===== config.mk =====
export PLATFORM = sky130hd
export DESIGN_NAME = scr_regs
export DESIGN_NICKNAME = d
export VERILOG_FILES = /design/src/shared/scr_pkg.sv /design/src/hdl/scr_sticky_flag.sv /design/src/hdl/scr_regs.sv
export SDC_FILE = /design/constraint.sdc
export NUM_CORES = 1
export LEC_CHECK = 0
export BUFFER_PORTS_ARGS = -buffer_cell sky130_fd_sc_hd__buf_2
export CAP_MARGIN = 10
export CORE_MARGIN = 2
export CORE_UTILIZATION = 50
export DETAILED_ROUTE_END_ITERATION = 16
export GPL_TIMING_DRIVEN = 0
export HOLD_SLACK_MARGIN = 0.12
export PLACE_DENSITY = 0.81
export SLEW_MARGIN = 20
export SYNTH_ARGS = -nofsm -noshare
export SYNTH_HDL_FRONTEND = slang
export SYNTH_SLANG_ARGS = --single-unit

===== constraint.sdc =====
create_clock -name clk_i -period 2.95 [get_ports clk_i]
set_clock_uncertainty 0.05 [all_clocks]
set_input_delay 0.1475 -clock clk_i [delete_from_list [all_inputs] [get_ports clk_i]]
set_output_delay 0.1475 -clock clk_i [all_outputs]
set_load 0.01 [all_outputs]

===== src/shared/scr_pkg.sv =====
// Register map, field layout and carrier types of the clock and serializer bank
package scr_pkg;

  localparam int          ADDR_W         = 12;
  localparam int          DATA_W         = 8;

  // Offsets
  localparam logic [11:0] CLK_CTRL_ADDR  = 12'h030;
  localparam logic [11:0] CLK_STAT_ADDR  = 12'h031;
  localparam logic [11:0] SR_DELAY_ADDR  = 12'h032;
  localparam logic [11:0] ANALOG_MISC_CTRL_ADDR  = 12'h033;
  localparam logic [11:0] CLAMP_ADDR     = 12'h034;
  localparam logic [11:0] SERIALIZER_CONFIG_ADDR   = 12'h040;
  localparam logic [11:0] CAL_A_ADDR     = 12'h050;
  localparam logic [11:0] CAL_B_ADDR     = 12'h051;
  localparam logic [11:0] CAL_BACK_ADDR  = 12'h057;
  localparam logic [11:0] PAT_OVR_ADDR   = 12'h058;
  localparam logic [11:0] CAL_VEC_ADDR   = 12'h05a;
  localparam logic [11:0] CAL_STAT_ADDR  = 12'h05b;
  localparam logic [11:0] T_CAL_ADDR     = 12'h066;

  // Reset values
  localparam logic [7:0]  CLK_CTRL_RST   = 8'hc0;
  localparam logic [7:0]  SR_DELAY_RST   = 8'h80;
  localparam logic [7:0]  ANALOG_MISC_CTRL_RST   = 8'hc3;
  localparam logic [7:0]  CLAMP_RST      = 8'h2f;
  localparam logic [7:0]  SERIALIZER_CONFIG_RST    = 8'h04;
  localparam logic [7:0]  CAL_A_RST      = 8'h06;
  localparam logic [7:0]  CAL_B_RST      = 8'hf4;
  localparam logic [7:0]  CAL_BACK_RST   = 8'h10;
  localparam logic [7:0]  PAT_OVR_RST    = 8'h00;
  localparam logic [7:0]  CAL_VEC_RST    = 8'h00;
  localparam logic [7:0]  T_CAL_RST      = 8'h02;

  // Field positions
  localparam int          SEEN_CLR_BIT   = 5;
  localparam int          MARG_CLR_BIT   = 4;
  localparam int          SEEN_FLAG_BIT  = 7;
  localparam int          MARG_FLAG_BIT  = 6;
  localparam logic [5:0]  STAT_FIXED     = 6'h07;
  localparam int          SYNC_PD_BIT    = 2;
  localparam int          CLAMP_BIT      = 5;

  // Delay step size
  localparam int          DELAY_STEP_PS  = 20;
  localparam int          DELAY_MAX      = 15;

  typedef struct packed {
    logic       wr;
    logic       rd;
    logic [11:0] addr;
    logic [7:0] wdata;
  } scr_req_t;

  typedef struct packed {
    logic [3:0] sysref_delay_step;
    logic       sync_diff_powerdown;
    logic       input_clamp_on;
    logic [3:0] lane_preemphasis_level;
  } scr_ctrl_t;

endpackage


===== src/hdl/scr_sticky_flag.sv =====
// Sticky status flag cleared by a one-then-zero write pair
`timescale 1ns/100ps
module scr_sticky_flag (
  input  wire logic clk_i,
  input  wire logic nrst_i,
  input  wire logic event_i,
  input  wire logic clr_bit_i,
  output logic      flag_o
);

  logic clr_armed;

  always_ff @(posedge clk_i or negedge nrst_i) begin
    if (!nrst_i) begin
      clr_armed <= 1'b0;
    end else begin
      clr_armed <= clr_bit_i;
    end
  end

  // Set wins over the falling clear bit
  always_ff @(posedge clk_i or negedge nrst_i) begin
    if (!nrst_i) begin
      flag_o <= 1'b0;
    end else if (event_i) begin
      flag_o <= 1'b1;
    end else if (clr_armed && !clr_bit_i) begin
      flag_o <= 1'b0;
    end
  end

endmodule


===== src/hdl/scr_regs.sv =====
// Clock and serializer configuration and status register bank
`timescale 1ns/100ps
module scr_regs (
  input  wire logic             clk_i,
  input  wire logic             nrst_i,
  input  wire scr_pkg::scr_req_t req_i,
  input  wire logic             sysref_i,
  input  wire logic             sysref_marginal_i,
  input  wire logic [7:0]       cal_status_i,
  output logic [7:0]            rdata_o,
  output logic                  rvalid_o,
  output scr_pkg::scr_ctrl_t    ctrl_o
);

  ////////////////////////////////////////////////////////////////////////////
  logic [7:0] clk_ctrl, sr_delay, analog_misc_ctrl, clamp, serializer_config;
  logic [7:0] cal_a, cal_b, cal_back, pat_ovr, cal_vec, t_cal;
  logic [2:0] sr_sync;
  logic [1:0] marg_sync;
  logic       seen_flag, marg_flag;
  logic       sysref_rise, marg_rise;
  logic [7:0] next_rdata;

  // Pin inputs pass two flops before edge logic
  always_ff @(posedge clk_i or negedge nrst_i) begin
    if (!nrst_i) begin
      sr_sync   <= 3'h0;
      marg_sync <= 2'h0;
    end else begin
      sr_sync   <= {sr_sync[1:0], sysref_i};
      marg_sync <= {marg_sync[0], sysref_marginal_i};
    end
  end

  assign sysref_rise = sr_sync[1] & ~sr_sync[2];
  // marginal edge only counts with an edge
  assign marg_rise   = sysref_rise & marg_sync[1];

  ////////////////////////////////////////////////////////////////////////////
  function automatic logic hit(input logic [11:0] a);
    return req_i.wr && req_i.addr == a;
  endfunction

  always_ff @(posedge clk_i or negedge nrst_i) begin
    if (!nrst_i) begin
      clk_ctrl <= scr_pkg::CLK_CTRL_RST;
      sr_delay <= scr_pkg::SR_DELAY_RST;
      analog_misc_ctrl <= scr_pkg::ANALOG_MISC_CTRL_RST;
      clamp    <= scr_pkg::CLAMP_RST;
      serializer_config  <= scr_pkg::SERIALIZER_CONFIG_RST;
      cal_a    <= scr_pkg::CAL_A_RST;
      cal_b    <= scr_pkg::CAL_B_RST;
      cal_back <= scr_pkg::CAL_BACK_RST;
      pat_ovr  <= scr_pkg::PAT_OVR_RST;
      cal_vec  <= scr_pkg::CAL_VEC_RST;
      t_cal    <= scr_pkg::T_CAL_RST;
    end else begin
      // clear controls held in control register
      if (hit(scr_pkg::CLK_CTRL_ADDR)) clk_ctrl <= req_i.wdata;
      if (hit(scr_pkg::SR_DELAY_ADDR)) sr_delay <= req_i.wdata;
      if (hit(scr_pkg::ANALOG_MISC_CTRL_ADDR)) analog_misc_ctrl <= req_i.wdata;
      if (hit(scr_pkg::CLAMP_ADDR))    clamp    <= req_i.wdata;
      if (hit(scr_pkg::SERIALIZER_CONFIG_ADDR))  serializer_config  <= req_i.wdata;
      if (hit(scr_pkg::CAL_A_ADDR))    cal_a    <= req_i.wdata;
      if (hit(scr_pkg::CAL_B_ADDR))    cal_b    <= req_i.wdata;
      if (hit(scr_pkg::CAL_BACK_ADDR)) cal_back <= req_i.wdata;
      if (hit(scr_pkg::PAT_OVR_ADDR))  pat_ovr  <= req_i.wdata;
      if (hit(scr_pkg::CAL_VEC_ADDR))  cal_vec  <= req_i.wdata;
      if (hit(scr_pkg::T_CAL_ADDR))    t_cal    <= req_i.wdata;
    end
  end

  ////////////////////////////////////////////////////////////////////////////
  // seen flag sticky with clear pair
  scr_sticky_flag u_seen (
    .clk_i     (clk_i),
    .nrst_i    (nrst_i),
    .event_i   (sysref_rise),
    .clr_bit_i (clk_ctrl[scr_pkg::SEEN_CLR_BIT]),
    .flag_o    (seen_flag)
  );

  // marginal flag sticky with clear pair
  scr_sticky_flag u_marg (
    .clk_i     (clk_i),
    .nrst_i    (nrst_i),
    .event_i   (marg_rise),
    .clr_bit_i (clk_ctrl[scr_pkg::MARG_CLR_BIT]),
    .flag_o    (marg_flag)
  );

  ////////////////////////////////////////////////////////////////////////////
  always_comb begin
    next_rdata = 8'h00;
    case (req_i.addr)
      scr_pkg::CLK_CTRL_ADDR: next_rdata = clk_ctrl;
      scr_pkg::CLK_STAT_ADDR: next_rdata = {seen_flag, marg_flag,
                                            scr_pkg::STAT_FIXED};
      scr_pkg::SR_DELAY_ADDR: next_rdata = sr_delay;
      scr_pkg::ANALOG_MISC_CTRL_ADDR: next_rdata = analog_misc_ctrl;
      scr_pkg::CLAMP_ADDR:    next_rdata = clamp;
      scr_pkg::SERIALIZER_CONFIG_ADDR:  next_rdata = serializer_config;
      scr_pkg::CAL_A_ADDR:    next_rdata = cal_a;
      scr_pkg::CAL_B_ADDR:    next_rdata = cal_b;
      scr_pkg::CAL_BACK_ADDR: next_rdata = cal_back;
      scr_pkg::PAT_OVR_ADDR:  next_rdata = pat_ovr;
      scr_pkg::CAL_VEC_ADDR:  next_rdata = cal_vec;
      scr_pkg::CAL_STAT_ADDR: next_rdata = cal_status_i;
      scr_pkg::T_CAL_ADDR:    next_rdata = t_cal;
      default:                next_rdata = 8'h00;
    endcase
  end

  always_ff @(posedge clk_i or negedge nrst_i) begin
    if (!nrst_i) begin
      rdata_o  <= 8'h00;
      rvalid_o <= 1'b0;
    end else begin
      rvalid_o <= req_i.rd;
      rdata_o  <= req_i.rd ? next_rdata : 8'h00;
    end
  end

  ////////////////////////////////////////////////////////////////////////////
  // Analog controls registered so outputs come from flops
  always_ff @(posedge clk_i or negedge nrst_i) begin
    if (!nrst_i) begin
      ctrl_o <= '0;
    end else begin
      // delay step field, 20 ps per step in the analog delay line
      ctrl_o.sysref_delay_step      <= sr_delay[3:0];
      ctrl_o.sync_diff_powerdown    <= analog_misc_ctrl[scr_pkg::SYNC_PD_BIT];
      ctrl_o.input_clamp_on         <= clamp[scr_pkg::CLAMP_BIT];
      ctrl_o.lane_preemphasis_level <= serializer_config[3:0];
    end
  end

  ////////////////////////////////////////////////////////////////////////////
  a_seen_sets: assert property (
    @(posedge clk_i) disable iff (!nrst_i)
    sysref_rise |=> seen_flag)
    else $error("seen flag not set after sysref edge");

  a_seen_clear: assert property (
    @(posedge clk_i) disable iff (!nrst_i)
    $fell(clk_ctrl[scr_pkg::SEEN_CLR_BIT]) && !sysref_rise |=> !seen_flag)
    else $error("seen flag not cleared by write pair");

  a_marg_sets: assert property (
    @(posedge clk_i) disable iff (!nrst_i)
    marg_rise |=> marg_flag)
    else $error("marginal flag not set");

  a_marg_clear: assert property (
    @(posedge clk_i) disable iff (!nrst_i)
    $fell(clk_ctrl[scr_pkg::MARG_CLR_BIT]) && !marg_rise |=> !marg_flag)
    else $error("marginal flag not cleared by write pair");

  a_stat_fixed: assert property (
    @(posedge clk_i) disable iff (!nrst_i)
    req_i.rd && req_i.addr == scr_pkg::CLK_STAT_ADDR
      |=> rvalid_o && rdata_o[5:0] == 6'h07)
    else $error("status low bits not fixed");

  a_delay_out: assert property (
    @(posedge clk_i) disable iff (!nrst_i)
    hit(scr_pkg::SR_DELAY_ADDR)
      |=> ##1 ctrl_o.sysref_delay_step == $past(req_i.wdata[3:0], 2))
    else $error("delay step not applied");

  a_sync_pd: assert property (
    @(posedge clk_i) disable iff (!nrst_i)
    hit(scr_pkg::ANALOG_MISC_CTRL_ADDR)
      |=> ##1 ctrl_o.sync_diff_powerdown == $past(req_i.wdata[2], 2))
    else $error("sync powerdown not applied");

  // Output flops lag one edge, so skip the edge that leaves reset
  a_clamp_pre: assert property (
    @(posedge clk_i) disable iff (!nrst_i)
    $past(nrst_i) |->
    ctrl_o.input_clamp_on == $past(clamp[5]) &&
    ctrl_o.lane_preemphasis_level == $past(serializer_config[3:0]))
    else $error("clamp or preemphasis output mismatch");

  a_sticky_hold: assert property (
    @(posedge clk_i) disable iff (!nrst_i)
    seen_flag && !$fell(clk_ctrl[scr_pkg::SEEN_CLR_BIT]) |=> seen_flag)
    else $error("seen flag dropped without clear pair");

endmodule


Word-level counts from Yosys, hierarchy flattened
Cells that the tools add are included.
Storage, ports and cells
  flip-flop bits (word level): 116
  input port bits: 34
  output and inout port bits: 19
  logic and storage cells: 62
Cells by class
  eq/ne operators: 13
  multiplexer cells: 6
  bitwise logic cells: 3
  reductions and logical operators: 17
Operators by type and width (number)
  $pmux 8 s13: 1
  $eq 12x7->1 const B: 8
  $eq 12x6->1 const B: 5
  $logic_and 1x1->1: 13
  $mux 8: 1
  $mux 1: 4
  $reduce_bool 2->1: 2
  $and 1x1->1: 2
  $logic_not 1->1: 2
  $not 1->1: 1

Logic depth before layout (Yosys ltp)
Gate-level depths: netlist (run 1).
  depth in word-level cells: 4
  gate-level depth with buffers: 7
  mapped depth without buffers: 5

Hierarchy
A second synthesis (run 1) with hierarchy kept.
Unflattened totals
  cell total of the unflattened synthesis: 403
  area, all modules: 5277.6 µm²
By module, submodules not included
  scr_regs: times used 1, cells an instance 395, area each 5149.9 µm², seq. area each 2830.2 µm²
  scr_sticky_flag: times used 2, cells an instance 4, area each 63.8 µm², seq. area each 50.0 µm²

Worst setup path after synthesis (run 1)
OpenSTA, ideal clock, no wires.
  path kind: input port to flip-flop
  start: input req_i[17] in the netlist's numbering
  end: register cal_b[0]
  library setup time: 125 ps
  data arrival time: 1696 ps
  required time: 2775 ps
  setup slack: 1079 ps
  cell stages on the path: 6
  path buffers: 1
  cells stage by stage: or4_1 > or2_0 > buf_6 > nor2_8 > nand4_4 > mux2_2
On the way
  word-level cells in the longest chain between the ends: 2
Ends and longest elaborated chain
  start: declaration: RTL line scr_regs.sv:6  | input wire scr_pkg::scr_req_t req_i,
  $eq 12x7->1: RTL line scr_regs.sv:41  | return req_i.wr && req_i.addr == a;
  $logic_and 1x1->1: RTL line scr_regs.sv:41
  end signal: assignment: RTL line scr_regs.sv:52  | cal_b <= scr_pkg::CAL_B_RST;
  end signal: assignment: RTL line scr_regs.sv:65  | if (hit(scr_pkg::CAL_B_ADDR)) cal_b <= req_i.wdata;
  end: declaration: RTL line scr_regs.sv:17  | logic [7:0] cal_a, cal_b, cal_back, pat_ovr, cal_vec, t_cal;
Every way passes these cells.
A chain may end at the register's enable or synchronous reset.

Worst setup path in the final report (run 1)
  start: input req_i[15] in the netlist's numbering
  end: register cal_vec[2]
On the way
  word-level cells in the longest chain between the ends: 2
Ends and longest elaborated chain
  $eq 12x7->1: RTL line scr_regs.sv:41
  $logic_and 1x1->1: RTL line scr_regs.sv:41
  end signal: assignment: RTL line scr_regs.sv:55  | cal_vec <= scr_pkg::CAL_VEC_RST;
  end signal: assignment: RTL line scr_regs.sv:68  | if (hit(scr_pkg::CAL_VEC_ADDR)) cal_vec <= req_i.wdata;
  end: declaration: RTL line scr_regs.sv:17
Every way passes these cells.

==> results of run 1 <==
## final cells by class
cell class / instances / area share [%]
well taps: 140 / 2.615
inverters: 4 / 0.2242
clock inverters: 10 / 2.279
flip-flops and latches: 116 / 43.75
repair buffers: 70 / 7.230
multi-input cells: 284 / 35.38
clock buffers: 22 / 6.912
plain buffers: 25 / 1.607
## layer usage
metal  vias to the layer above  GRT usage (%)  part of all wire [%]
li1                       1791              -                     -
met1                      2071          34.23                    39
met2                       252          44.38                    46
met3                        74          7.414                   8.1
met4                         0          17.12                   6.1
met5                         -              0                     0
## placed cells by master (no fill, tap or decap), types with 6 or more instances in the layout
cell type      instances
dfstp_2               22
mux2i_1               15
nand3_1                7
dfrtp_1               94
a21oi_1               12
nor2b_1                9
nand3b_1               6
a22o_1                 6
clkbuf_1              20
nand2_1               13
mux2_2                93
nor2_1                19
nand4_1                7
clkbuf_16             16
o21ai_0                8
nor3_1                12
a31oi_1               11
dlygate4sd3_1         18
buf_2                 53
## state kept, by name, indices dropped and copies added (netlist names)
signal and count:
ctrl_o 10, cal_b 8, rvalid_o 1, pat_ovr 8, marg_sync 2, serializer_config 8, clamp 8, sr_delay 8
u_marg.flag_o 1, cal_vec 8, clk_ctrl 8, cal_back 8, sr_sync 3, rdata_o 8, cal_a 8, u_seen.flag_o 1
t_cal 8, u_seen.clr_armed 1, u_marg.clr_armed 1, analog_misc_ctrl 8
## critical path, cell delays in order
cell and delay [ns]:
dlygate4sd3_1 0.53, buf_2 0.14, nor4b_1 0.76, nand3_2 0.35
nor2_4 0.33, nand4b_2 0.36, mux2_2 0.39
## through the flow
stage,cell area (sq um),power [mW],std cells
4_1_cts,6698,3.983,671
3_5_place_dp,5882,1.841,620
2_1_floorplan,5423,1.727,429
6_report,6698,3.969,671
3_3_place_gp,5848,1.829,619
5_1_grt,6698,4.073,671
## logic make-up after synthesis
| group | after synthesis | synth area share (%) |
|---|---|---|
| AOI/OAI and AO/OA | 64 | 8.168 |
| muxes | 108 | 22.08 |
| and+or+nand+nor | 112 | 13.45 |
| buffers and inverters | 29 | 2.261 |
| DFF | 116 | 54.04 |
## where the power goes
part           switching (mW)  total, mW  internal, mW
Combinational           0.153      0.228        0.0750
Sequential            0.00506       1.61          1.61
Clock                   0.700       2.13          1.43
## worst min path at each step
stage,start,end,slack (ns),cells after the start
CTS,nrst_i,cal_b[2],0.13,2
global route,nrst_i,clk_ctrl[6],0.15,2
finish,nrst_i,cal_b[5],0.13,2
floorplan,nrst_i,analog_misc_ctrl[2],-0.20,0
detailed placement,nrst_i,sr_sync[0],0.04,1
global placement,sysref_marginal_i,marg_sync[0],0.21,1
## what timing repair did
| item | 4_1_cts | 5_1_grt |
|---|---|---|
| hold endpoints to repair | 117 | 0 |
| buffers inserted | 0 | 0 |
| hold buffers | 19 | 0 |
==> impl_metrics.toml, run 1 <==
[route]
vias_per_cell = 6.241
routed_wl_microns = 15030
firstDrtPassIters = 5
drc = 0
drtAntennaViolNets = 0
first_iter_violations = 364
routedWlPerCell_microns = 22.41
vias = 4188

[critical_path]
cp-startpoint = "req_i[15]"
cp_max_fo = 8
crit_required_ns = 3.31
critical_path_class = "in2reg"
startpoint_type = "input pin"
cp-end-kind = "flip-flop"
r2r_slack_ns = 1.42
endpoint = "cal_vec[2]"
reg2regPathDepth = 4
arrival_ns = 3.01
rr_endpoint = "rdata_o[2]"
reg2reg_from = "cal_vec[2]"

[clocking]
clk_pin_slew_ns = 0.06
ctsResizeCount = 0
cts.sinks = 116
clk_latency_ns = 0.53
cts_inserted_buffers = 17
cts_htree_levels = 4
cts_tree = "done"
cts_max_path_buffers = 2
root_buffer = "clkbuf_8"

[synth]
synth_most_common_cell = "dfrtp_1"
synthFlopType = "dfrtp_1"
synth_area_leaders = "dfrtp_1, mux2_2, dfstp_2, mux2i_1, nor2_1"
synthCells = 429
yosysTopAreaCellShare_pct = 43.38
synth_edf_count = 0
synth_nets = 463
ys_ff_latch = 116
yosysTopAreaCell = "dfrtp_1"
syn_avg_cell_area_sq_um = 12.64
yosysSeqAreaShare_pct = 54.04
synth_cell_type_count = 56
ys.warnings.count = 0
ys_top_cells_by_count = "dfrtp_1, mux2_2, dfstp_2, nor2_1, clkbuf_1"
synthArstFlopShare_pct = 100.0
syn_area_sq_um = 5423

[global_route]
track_usage_pct = 28.00
grt_overflow = 0
grt_pass1_wl_microns = 23670
antenna_found_initial = 0
grt_max_degree = 74
grt_pass1_vias = 4310

[floorplanning]
io_pins = 53
die_w_microns = 108.1
initial_core_util_pct = 50.69
chipHeight_microns = 108.1
rows = 38
core_area_sq_um = 10700
dieArea_sq_um = 11690

[final_layout]
area_growth_syn_to_layout_pct = 23.51
regArea_sq_um = 2930
fillCellCount = 795
multi_input_area_sq_um = 2370
fin_util_pct = 62.61
antenna_cells = 0
layout-drive-gt1-share_pct = 41.62
fin_nets = 552

[sta]
hold_ws_ns = 0.1339
hold_viol = 0
setup_viol = 0
worst_pin_slew_ns = 0.8913
finalCriticalPeriod_ns = 2.653
timing.final.crit_share_pct = 89.93
finalMaxSlewViolations = 0
rsz0062_at_grt = "no"
clock.fmax_ghz = 0.3769
slew_headroom_pct = 40.32
layout_setup_ws_ns = 0.2969
setup_tns_ns = 0

[run_status]
run_status = "finished, final reports clean"

[power_and_ir_drop]
ir_drop_mv = 0.3124
cellLeakagePower_nw = 3.103
powerDensity_nw_per_um2 = 592.7

[placed_design]
pre_cts_slack_ns = 0.3568
routabilityCongestion = 0.9307
io_buffers = 50
dp_hpwl_microns = 10180

[flow_run]
maxCapViolCount = 0

[min_path]
holdCritPathClass = "in2async"
(Power assumes the default switching activity.)
==> run 2, diff against run 1 <==
--- a/config.mk
+++ b/config.mk
@@ -8,5 +8,4 @@
 export BUFFER_PORTS_ARGS = -buffer_cell sky130_fd_sc_hd__buf_2
 export CAP_MARGIN = 10
-export CORE_MARGIN = 2
 export CORE_UTILIZATION = 50
 export DETAILED_ROUTE_END_ITERATION = 16
==> constraint.sdc (replaced) <==
create_clock -name clk_i -period 2.95 [get_ports clk_i]
set_clock_uncertainty 0.05 [all_clocks]
set_input_delay 0.4425 -clock clk_i [delete_from_list [all_inputs] [get_ports clk_i]]
set_output_delay 0.4425 -clock clk_i [all_outputs]
set_load 0.01 [all_outputs]
==> run 2 against run 1 <==
Global-route usage is 0.90 points higher. Critical path depth is the same. Setup slack better by 0.25 ns. Non-clock buffer count decreased by 9. Final area down 2.4%. Clock power fell by 8%. Sequential share of layout area increased by 1.1 points. Register-to-register slack improved by 0.02 ns. Die area fell by 3.7%. Utilization up 0.12 points. Sequential power hardly changed. Highest routed layer unchanged.
==> impl_metrics.toml, run 2 (synthesis gave the netlist of run 1 again) <==
[run_status]
run_status = "finished, final reports clean"

[placed_design]
routabilityCongestion = 0.9217
dp_hpwl_microns = 9924
io_buffers = 50

[sta]
rsz0062_at_grt = "no"
hold_ws_ns = 0.1191
timing.final.crit_share_pct = 81.35
finalMaxSlewViolations = 0
setup_tns_ns = 0
slew_headroom_pct = 40.24
finalCriticalPeriod_ns = 2.400
hold_viol = 0
clock.fmax_ghz = 0.4167
worst_pin_slew_ns = 0.8925
setup_viol = 0

[critical_path]
cp-end-kind = "flip-flop"
cp-startpoint = "req_i[8]"
reg2regPathDepth = 5
endpoint = "rdata_o[6]"
cp_max_fo = 10
startpoint_type = "input pin"
reg2reg_from = "clk_ctrl[4]"
r2r_slack_ns = 1.44
arrival_ns = 2.70
critical_path_class = "in2reg"
rr_endpoint = "rdata_o[4]"
crit_required_ns = 3.25

[route]
routedWlPerCell_microns = 22.84
routed_wl_microns = 15030
drc = 0
first_iter_violations = 403
drtAntennaViolNets = 0
vias = 4050
vias_per_cell = 6.155
firstDrtPassIters = 5

[final_layout]
largest-register = "ctrl_o"
regArea_sq_um = 2930
area_growth_syn_to_layout_pct = 20.49
fin_nets = 543
multi_input_area_sq_um = 2370
largest_register_ffs = 10
layout-drive-gt1-share_pct = 42.15
fin_util_pct = 62.73
final_cell_mix = "dfrtp_1, mux2_2, buf_2"
fillCellCount = 827
layout_commonest_cell = "dfrtp_1"
antenna_cells = 0

[clocking]
cts_max_path_buffers = 2
clk_pin_slew_ns = 0.06
clk_latency_ns = 0.53
cts_inserted_buffers = 17
cts_tree = "done"
cts.sinks = 116
cts_htree_levels = 4
ctsResizeCount = 0
postCtsSetupRepairBufs = 0
root_buffer = "clkbuf_8"

[global_route]
antenna_found_initial = 0
grt_pass1_wl_microns = 23710
track_usage_pct = 28.90
grt_overflow = 0
grt_max_degree = 75
grt_pass1_vias = 4161

[floorplanning]
core_area_sq_um = 10420
rows = 37
initial_core_util_pct = 52.06
io_pins = 53
die_w_microns = 106.1
chipHeight_microns = 106.1
dieArea_sq_um = 11270

[power_and_ir_drop]
powerDensity_nw_per_um2 = 578.5
p_total_mw = 3.780
ir_drop_mv = 0.2783
cellLeakagePower_nw = 3.028

[min_path]
holdCritPathClass = "in2reg"

[flow_run]
maxCapViolCount = 0
## run 2: cell count changes in the layout (fill, tap and decap cells not counted), sizes merged
cell,change
inv,+1
clkbuf,-3
dlygate4sd3,-8
clkinv,+3
bufinv,-2
buf,-1
clkinvlp,+1
## run 2: metrics by stage
step	setup WS [ns]	std cells	area, sq um
after detailed placement	0.1388	616	5877
after global routing	0.4724	658	6534
after CTS	0.6365	657	6524
after floorplan	0.7842	429	5423
after global placement	0.1329	615	5843
final	0.5501	658	6534
## run 2: how the worst min path moves through the flow
stage | startpoint | endpoint | slack [ns] | cells past startpoint
finish | req_i[6] | analog_misc_ctrl[6] | 0.12 | 2
global placement | marg_sync[0] | marg_sync[1] | 0.28 | 0
global route | req_i[6] | analog_misc_ctrl[6] | 0.13 | 2
detailed placement | sr_sync[0] | sr_sync[1] | 0.29 | 0
floorplan | nrst_i | analog_misc_ctrl[2] | 0.1 | 0
CTS | req_i[0] | sr_delay[0] | 0.12 | 2
## run 2: worst max-delay path: stages
cell	delay, ns
buf_2	0.19
clkbuf_1	0.51
nor2b_1	0.38
nand3b_1	0.15
a21boi_0	0.09
o211ai_1	0.72
a31oi_1	0.19
## run 2: cell type report
type	instances	area share [%]
Clock buffer	19	6.453
Multi-Input combinational cell	284	36.27
Timing Repair Buffer	61	5.879
Sequential cell	116	44.85
Buffer	25	1.647
Tap cell	136	2.604
Inverter	4	0.2298
Clock inverter	13	2.068
## run 2: layer usage
layer | GRT usage, % | vias to the layer above | wire [microns]
met2 | 45.22 | 201 | 7101
met5 | 0 | - | 0
met1 | 38.54 | 2032 | 6334
met4 | 13.39 | 0 | 592
met3 | 6.070 | 47 | 1001
li1 | - | 1770 | -
## run 2: power by group
group | switching [mW] | total (mW) | internal (mW)
logic | 0.152 | 0.218 | 0.0668
registers | 0.00500 | 1.61 | 1.61
clock network | 0.754 | 1.95 | 1.20
## run 2: what timing repair did
action / 4_1_cts / 5_1_grt
endpoints found under the hold margin: 50 / 1
endpoints found under the setup margin: 0 / 0
hold buffers: 9 / 1
